`src/sscfg_pkg.sv`:
```
// Constants and types shared by the slave serial configuration port
package sscfg_pkg;
	localparam int CLK_PERIOD_NS = 5;
	localparam int INIT_CLEAR_NS = 1000;
	// Least time, so round up to whole cycles
	localparam int INIT_CLEAR_CYC = (INIT_CLEAR_NS + CLK_PERIOD_NS - 1) / CLK_PERIOD_NS;
	localparam logic [7:0] INIT_CLEAR_LAST = 8'(INIT_CLEAR_CYC - 1);
	localparam int SYNC_STAGES = 3;
	localparam int SYNC_W = 6;
	localparam int SYN_CLK = 0;
	localparam int SYN_DIN = 1;
	localparam int SYN_INIT = 2;
	localparam int SYN_MODE_LO = 3;
	localparam int SYN_MODE_HI = 5;
	localparam logic [2:0] MODE_SLAVE_SERIAL = 3'h7;
	localparam logic [15:0] PREAMBLE_BITS = 16'h0008;
	localparam logic [15:0] CFG_MEM_BITS = 16'h0040;
	localparam int BYTE_W = 8;
	localparam int BUF_DEPTH = 2;
	localparam logic [1:0] BUF_FULL = 2'h2;
	localparam logic [2:0] BYTE_LAST_BIT = 3'h7;
	typedef enum logic [5:0] {
		ST_CLEAR = 6'h01,
		ST_WAIT_INIT = 6'h02,
		ST_PREAMBLE = 6'h04,
		ST_LOAD = 6'h08,
		ST_FORWARD = 6'h10,
		ST_IDLE = 6'h20
	} cfg_state_e;
endpackage : sscfg_pkg

```
`src/byte_buf_if.sv`:
```
// Valid/ready carrier between the loader and its byte buffer
`timescale 1ns/100ps
interface byte_buf_if;
	import sscfg_pkg::*;
	logic in_valid;
	logic in_ready;
	logic [BYTE_W-1:0] in_data;
	logic out_valid;
	logic out_ready;
	logic [BYTE_W-1:0] out_data;
	modport fifo (input in_valid, input in_data, input out_ready, output in_ready, output out_valid, output out_data);
	modport user (output in_valid, output in_data, output out_ready, input in_ready, input out_valid, input out_data);
endinterface : byte_buf_if

```
`src/cfg_byte_buf.sv`:
```
// Two-entry byte buffer with valid and ready on both sides
`timescale 1ns/100ps
module cfg_byte_buf
	import sscfg_pkg::*;
(
	input wire logic mclk, // System clock
	input wire logic arst_n, // Async reset
	input wire logic ce, // Clock enable
	byte_buf_if.fifo bus // Fill and drain sides
);
	logic [BYTE_W-1:0] mem_r [BUF_DEPTH];
	logic [BYTE_W-1:0] mem_nxt [BUF_DEPTH];
	logic wr_r, wr_nxt, rd_r, rd_nxt;
	logic [1:0] cnt_r, cnt_nxt;
	logic push, pop;

	// Honest full and empty from the entry count
	assign bus.in_ready = (cnt_r != BUF_FULL);
	assign bus.out_valid = (cnt_r != 2'h0);
	assign bus.out_data = mem_r[rd_r];
	assign push = bus.in_valid && bus.in_ready;
	assign pop = bus.out_valid && bus.out_ready;

	// Next pointers, count and storage
	always_comb begin
		mem_nxt = mem_r;
		wr_nxt = wr_r;
		rd_nxt = rd_r;
		cnt_nxt = cnt_r;
		if (push) begin
			mem_nxt[wr_r] = bus.in_data;
			wr_nxt = ~wr_r;
		end
		if (pop) begin
			rd_nxt = ~rd_r;
		end
		case ({push, pop})
			2'b10: cnt_nxt = cnt_r + 2'h1;
			2'b01: cnt_nxt = cnt_r - 2'h1;
			default: cnt_nxt = cnt_r;
		endcase
	end

	// Register stage
	always_ff @(posedge mclk or negedge arst_n) begin
		if (!arst_n) begin
			mem_r <= '{default: '0};
			wr_r <= 1'b0;
			rd_r <= 1'b0;
			cnt_r <= 2'h0;
		end else if (ce) begin
			mem_r <= mem_nxt;
			wr_r <= wr_nxt;
			rd_r <= rd_nxt;
			cnt_r <= cnt_nxt;
		end
	end
endmodule : cfg_byte_buf

```
`src/slave_serial_config_port.sv`:
```
// Slave serial configuration port: bit capture, load counting and chain forwarding
//
// Operation
// - One bitstream bit captured per rising edge.
// - Forward preamble and overflow bits to chain output.
// - Chain output updates on falling config_clock edge.
// - Downstream captures forwarded bit on next rising edge.
// - Mode pins 111 select slave serial loading.
// - Unconnected mode pins read high, default slave.
// - Init line driven open-drain only, wired-AND.
`timescale 1ns/100ps
module slave_serial_config_port
	import sscfg_pkg::*;
(
	input wire logic mclk, // System clock, 200 MHz
	input wire logic arst_n, // Async reset, active low
	input wire logic ce, // Clock enable, freezes state
	input wire logic config_clock, // Configuration clock from source
	input wire logic serial_din, // Serial bitstream input
	input wire logic mode_pin_high, // Mode pin, top bit
	input wire logic mode_pin_mid, // Mode pin, middle bit
	input wire logic mode_pin_low, // Mode pin, low bit
	input wire logic init_i, // Sensed level of init line
	output logic init_o, // Init line drive value, always low
	output logic init_oe, // Init line pulls low while high
	output logic chain_out, // Serial chain output
	output logic [BYTE_W-1:0] cfg_byte, // Loaded configuration byte
	output logic cfg_byte_valid, // Byte available
	input wire logic cfg_byte_ready, // Consumer takes byte
	output logic cfg_done, // Own memory full, forwarding
	output logic cfg_overrun // Byte lost to a stalled consumer
);
	logic [SYNC_W-1:0] sync_r [SYNC_STAGES];
	logic [SYNC_W-1:0] sync_in;
	logic config_clock_rise, config_clock_fall, din_s, init_s;
	logic clk_lvl_r, clk_lvl_nxt, din_prev_r;
	logic [2:0] mode_s;
	cfg_state_e state_r, state_nxt;
	logic [7:0] clr_cnt_r, clr_cnt_nxt;
	logic [15:0] bit_cnt_r, bit_cnt_nxt;
	logic fwd_bit_r, fwd_bit_nxt, fwd_pend_r, fwd_pend_nxt;
	logic chain_out_r, chain_out_nxt;
	logic [BYTE_W-1:0] shift_r, shift_nxt, pend_byte_r, pend_byte_nxt;
	logic pend_valid_r, pend_valid_nxt, overrun_r, overrun_nxt;
	byte_buf_if bbus ();

	// Three-stage synchronisers; only stages two and three are looked at
	assign sync_in = {mode_pin_high, mode_pin_mid, mode_pin_low, init_i, serial_din, config_clock};
	always_ff @(posedge mclk or negedge arst_n) begin
		if (!arst_n) begin
			sync_r <= '{default: '0};
			clk_lvl_r <= 1'b0;
			din_prev_r <= 1'b0;
		end else if (ce) begin
			sync_r[0] <= sync_in;
			for (int i = 1; i < SYNC_STAGES; i++) begin
				sync_r[i] <= sync_r[i-1];
			end
			clk_lvl_r <= clk_lvl_nxt;
			din_prev_r <= sync_r[2][SYN_DIN];
		end
	end

	// A clock change counts once stages two and three agree; idle level low, so no edge after reset
	assign clk_lvl_nxt = (sync_r[1][SYN_CLK] == sync_r[2][SYN_CLK]) ? sync_r[2][SYN_CLK] : clk_lvl_r;
	assign config_clock_rise = clk_lvl_nxt && !clk_lvl_r;
	assign config_clock_fall = !clk_lvl_nxt && clk_lvl_r;
	// Data sampled one edge before the clock sample in stage three, so still ahead of the rise
	assign din_s = din_prev_r;
	assign init_s = sync_r[1][SYN_INIT] && sync_r[2][SYN_INIT];
	assign mode_s = sync_r[2][SYN_MODE_HI:SYN_MODE_LO];

	// Main sequencer: clearing, init wait, preamble, load, forward
	always_comb begin
		state_nxt = state_r;
		clr_cnt_nxt = clr_cnt_r;
		bit_cnt_nxt = bit_cnt_r;
		fwd_bit_nxt = fwd_bit_r;
		fwd_pend_nxt = fwd_pend_r;
		chain_out_nxt = chain_out_r;
		shift_nxt = shift_r;
		pend_byte_nxt = pend_byte_r;
		pend_valid_nxt = pend_valid_r;
		overrun_nxt = overrun_r;
		if (pend_valid_r && bbus.in_ready) begin
			pend_valid_nxt = 1'b0;
		end
		unique case (state_r)
			ST_CLEAR: begin
				clr_cnt_nxt = clr_cnt_r + 8'h01;
				// Pins left open read high, so they fall into slave serial
				if (clr_cnt_r == INIT_CLEAR_LAST) begin
					state_nxt = (mode_s == MODE_SLAVE_SERIAL) ? ST_WAIT_INIT : ST_IDLE;
				end
			end
			ST_WAIT_INIT: begin
				// Edges before the wired-AND line goes high are ignored
				if (init_s) begin
					state_nxt = ST_PREAMBLE;
					bit_cnt_nxt = 16'h0000;
				end
			end
			ST_PREAMBLE: begin
				if (config_clock_rise) begin
					fwd_bit_nxt = din_s;
					fwd_pend_nxt = 1'b1;
					bit_cnt_nxt = bit_cnt_r + 16'h0001;
					if (bit_cnt_r == PREAMBLE_BITS - 16'h0001) begin
						state_nxt = ST_LOAD;
						bit_cnt_nxt = 16'h0000;
					end
				end
			end
			ST_LOAD: begin
				if (config_clock_rise) begin
					shift_nxt = {shift_r[BYTE_W-2:0], din_s};
					bit_cnt_nxt = bit_cnt_r + 16'h0001;
					if (bit_cnt_r[2:0] == BYTE_LAST_BIT) begin
						// A stalled consumer may still hold the previous byte
						if (pend_valid_nxt) begin
							overrun_nxt = 1'b1;
						end
						pend_byte_nxt = {shift_r[BYTE_W-2:0], din_s};
						pend_valid_nxt = 1'b1;
					end
					if (bit_cnt_r == CFG_MEM_BITS - 16'h0001) begin
						state_nxt = ST_FORWARD;
					end
				end
			end
			ST_FORWARD: begin
				if (config_clock_rise) begin
					fwd_bit_nxt = din_s;
					fwd_pend_nxt = 1'b1;
				end
			end
			ST_IDLE: begin
				state_nxt = ST_IDLE;
			end
			default: begin
				state_nxt = ST_CLEAR;
			end
		endcase
		// Half a clock period later, on the falling edge, the bit goes out
		if (config_clock_fall && fwd_pend_r) begin
			chain_out_nxt = fwd_bit_r;
			fwd_pend_nxt = 1'b0;
		end
	end

	// Register stage of the sequencer
	always_ff @(posedge mclk or negedge arst_n) begin
		if (!arst_n) begin
			state_r <= ST_CLEAR;
			clr_cnt_r <= 8'h00;
			bit_cnt_r <= 16'h0000;
			fwd_bit_r <= 1'b1;
			fwd_pend_r <= 1'b0;
			chain_out_r <= 1'b1;
			shift_r <= 8'h00;
			pend_byte_r <= 8'h00;
			pend_valid_r <= 1'b0;
			overrun_r <= 1'b0;
		end else if (ce) begin
			state_r <= state_nxt;
			clr_cnt_r <= clr_cnt_nxt;
			bit_cnt_r <= bit_cnt_nxt;
			fwd_bit_r <= fwd_bit_nxt;
			fwd_pend_r <= fwd_pend_nxt;
			chain_out_r <= chain_out_nxt;
			shift_r <= shift_nxt;
			pend_byte_r <= pend_byte_nxt;
			pend_valid_r <= pend_valid_nxt;
			overrun_r <= overrun_nxt;
		end
	end

	// Byte buffer in the data path; with the pending slot a consumer stall of up to three bytes loses nothing
	assign bbus.in_valid = pend_valid_r;
	assign bbus.in_data = pend_byte_r;
	assign bbus.out_ready = cfg_byte_ready;
	cfg_byte_buf u_buf (
		.mclk(mclk),
		.arst_n(arst_n),
		.ce(ce),
		.bus(bbus.fifo)
	);

	// Open-drain init: only ever pulled low, never driven high
	assign init_o = 1'b0;
	assign init_oe = (state_r == ST_CLEAR);
	assign chain_out = chain_out_r;
	assign cfg_byte = bbus.out_data;
	assign cfg_byte_valid = bbus.out_valid;
	assign cfg_done = (state_r == ST_FORWARD);
	assign cfg_overrun = overrun_r;
endmodule : slave_serial_config_port

```
`config.mk`:
```
export PLATFORM = sky130hd
export DESIGN_NAME = slave_serial_config_port
export DESIGN_NICKNAME = d
export VERILOG_FILES = /design/src/sscfg_pkg.sv /design/src/byte_buf_if.sv /design/src/cfg_byte_buf.sv /design/src/slave_serial_config_port.sv
export SDC_FILE = /design/constraint.sdc
export NUM_CORES = 1
export LEC_CHECK = 0
export BUFFER_PORTS_ARGS = -buffer_cell sky130_fd_sc_hd__buf_4
export CORE_MARGIN = 2
export CORE_UTILIZATION = 55
export CTS_CLUSTER_SIZE = 14
export DETAILED_ROUTE_END_ITERATION = 16
export PLACE_DENSITY = 0.73
export SLEW_MARGIN = 20
export SYNTH_ARGS = -nofsm -noshare
export SYNTH_HDL_FRONTEND = slang
export SYNTH_SLANG_ARGS = --single-unit
```
`constraint.sdc`:
```
create_clock -name mclk -period 3.4 [get_ports mclk]
set_clock_uncertainty 0.15 [all_clocks]
set_input_delay 0.51 -clock mclk [delete_from_list [all_inputs] [get_ports mclk]]
set_output_delay 0.51 -clock mclk [all_outputs]
set_load 0.05 [all_outputs]
```
==> summary.txt <==
Outcome
  – Outcome: completed

Clocking
  – CTS Root Cell: clkbuf_8
  – Setup repair bufs after CTS: 0
  – CTS clk-pin slew, worst paths: 0.09 ns
  – # H-tree levels: 3
  – # hold bufs at CTS: 0
  – Clock Latency Late Sink: 0.34 ns
  – Max clock buf depth: 2
  – CTS tree: yes
  – Resize count post-CTS: 0
  – CTS Sinks: 90
  – CTS buffer count: 9

Final layout
  – Area grow syn2layout: 10.9%
  – Most frequent cells in the layout: dfrtp_1 (87), mux2_2 (62), buf_4 (28), o21ai_0 (17), nand2_1 (16)
  – ANT cells: 0
  – Fraction of layout cells with a size suffix above 1: 31.7%
  – Fill cells: 553
  – Commonest non-fill, non-tap cell in the layout: dfrtp_1
  – Final net count: 381

STA
  – RSZ-0062 raised after global routing: no
  – Slew Viols, Final: 0
  – Worst slew pin tran: 0.750 ns
  – Final worst-path cycle share: 82.0%
  – Hold WS: 0.0142 ns
  – Setup_tns: 0 ns
  – Hold Fails Final Rpt: 0
  – Slew headroom: 49.8%
  – Min Tclk post-route: 2.79 ns
  – FMAX: 359 MHz
  – Final setup vio count: 0

Global routing
  – Total track usage: 17.7%
  – First-pass GRT wire length: 11800 µm
  – Largest net degree at the start of global routing: 51
  – Initial antenna violation count: 0
  – Number of global-route vias before repair: 2656
  – GR Overflow Total: 0

Route
  – Routed WL per cell: 14.5 µm
  – DRC Markers: 0
  – DRT Pass-1 Iters: 4
  – Total Wirelength: 6850 µm
  – Vias per cell: 5.66
  – Post-route antenna net violation count: 0
  – 1st-iter DRT viols: 70
  – Total number of vias: 2664

Yosys
  – Most used DFF post-synth: dfrtp_1
  – Mapped Cells: 343
  – Post-synth EDFFs: 0
  – Flops & latches, synth: 90
  – FFs w/ async S/R, synth: 100%
  – Mean area per synthesized cell: 12.2 µm²
  – Post-Syn Nets: 357
  – Yosys warns: 0
  – Post-synthesis sequential area ratio: 53.8%
  – Synth cell types: 51
  – Post-synthesis instance area: 4190 µm²

Setup path
  – Crit Path Category: flop to flop
  – Critical path data arrival time: 2.92 ns
  – Startpoint types: flop
  – CP Capture Type: flop
  – Crit-path max FO: 15
  – CP required: 3.53 ns

Die
  – Die height: 91.3 µm
  – Core ar.: 7330 µm²
  – Die width: 91.3 µm
  – Cell row count: 31
  – Ports: 24
  – Die area: 8340 µm²
  – Initial Util: 57.2%

Power
  – Worst VDD drop: 0.317 mV
  – Lkg Pwr: 2.21 nW
  – Pwr Total: 2.20 mW
  – P per Cell Area: 474 nW/µm²

Placed design
  – Final weighted congestion in routability-driven placement: 0.830
  – I/O Buffers: 22
  – DPL Wire Length: 4730 µm

Flow run
  – Max cap viols: 0

Min path
  – Worst Hold Class: input port to asynchronous set/reset pin
## through the flow
step                setup WS (ns)  utilization [%]  std cells  instance area [µm²]
detailed placement          0.650             60.6        455                 4440
floorplan                   0.144                -        343                 4190
global route                0.487             63.4        471                 4650
CTS                         0.616             63.4        471                 4650
finish                      0.612             63.4        471                 4650
global placement            0.735             60.6        455                 4440
## logic make-up (layout without fill, tap and decap cells)
group	Yosys count	after routing	share of synthesized area (%)
simple gates	102	102	14.0
mux	65	65	17.7
xor+xnor	14	14	2.93
fa+ha+maj	4	4	1.19
compound gates	46	46	7.67
other cells	1	1	0.0895
buf+inv	21	50	2.54
flops	90	90	53.8
## sequential cells by signal (all words and copies together) (netlist names)
register / count
din_prev_r: 1
clk_lvl_r: 1
u_buf.mem_r: 16
u_buf.rd_r: 1
shift_r: 7
cfg_overrun: 1
fwd_pend_r: 1
state_r: 6
sync_r: 15
u_buf.wr_r: 1
bbus.in_valid: 1
mode_s: 3
u_buf.cnt_r: 2
chain_out: 1
bit_cnt_r: 16
bbus.in_data: 8
fwd_bit_r: 1
clr_cnt_r: 8
## cell usage after synthesis, drive strengths merged (2+ instances only)
cell / count / share of area, %
nor4: 5 / 0.75
nand2b: 4 / 0.60
clkbuf: 6 / 0.57
xor2: 4 / 0.84
nor3: 7 / 0.84
or3b: 2 / 0.48
xnor2: 10 / 2.1
and2: 5 / 0.75
buf: 9 / 1.4
a22o: 14 / 2.9
nor2: 15 / 1.5
dfstp: 3 / 1.9
nand4: 6 / 0.90
a21oi: 3 / 0.36
nor2b: 10 / 1.5
or3: 2 / 0.30
inv: 6 / 0.54
mux2: 65 / 18
dfrtp: 87 / 52
nand2: 17 / 1.6
o31ai: 4 / 0.72
and3: 11 / 1.7
nand3: 7 / 0.84
o21ai: 17 / 2.0
ha: 4 / 1.2
or4: 3 / 0.63
nor3b: 2 / 0.36
and4: 2 / 0.42
## routing by layer
layer | vias to the layer above | GRT usage, % | share of wire, %
met2 | 41 | 28.0 | 47
li1 | 1290 | - | -
met4 | 0 | 8.59 | 1.5
met3 | 9 | 2.90 | 2.8
met1 | 1324 | 23.9 | 49
met5 | - | 0 | 0
## layout make-up
type                            count  area (µm²)  share of cell area [%]
Clock buffer                       13         159                    3.42
Clock inverter                      3        47.5                    1.02
Inverter                            6        22.5                   0.485
Multi-Input combinational cell    232        1830                    39.4
Sequential cell                    90        2260                    48.5
Tap cell                           99         124                    2.66
Timing Repair Buffer               28         210                    4.52
## critical path: stages, from the launching register on
cell	delay (ns)
dfrtp_1	0.45
or4_4	0.56
or3b_4	0.44
a21boi_1	0.14
buf_4	0.20
nor2b_1	0.36
buf_4	0.26
a221o_1	0.16
## power by group
part | switching [mW] | internal, mW
registers | 0.0721 | 1.15
logic | 0.122 | 0.117
clock network | 0.358 | 0.385
total | 0.552 | 1.65
## worst paths after layout
kind | from | endpoint | slack [ns] | cells past startpoint
setup / recovery | state_r[1] | bit_cnt_r[4] | 0.61 | 7
hold / removal | arst_n | u_buf.mem_r[5] | 0.01 | 1
setup reg to reg | state_r[1] | bit_cnt_r[4] | 0.61 | 7
hold reg to reg | clr_cnt_r[4] | clr_cnt_r[4] | 0.33 | 1
max in group asynchronous | arst_n | sync_r[7] | 2.35 | 2
min in group mclk | serial_din | sync_r[13] | 0.24 | 2
Note: power is estimated with default switching activity, not from simulation.
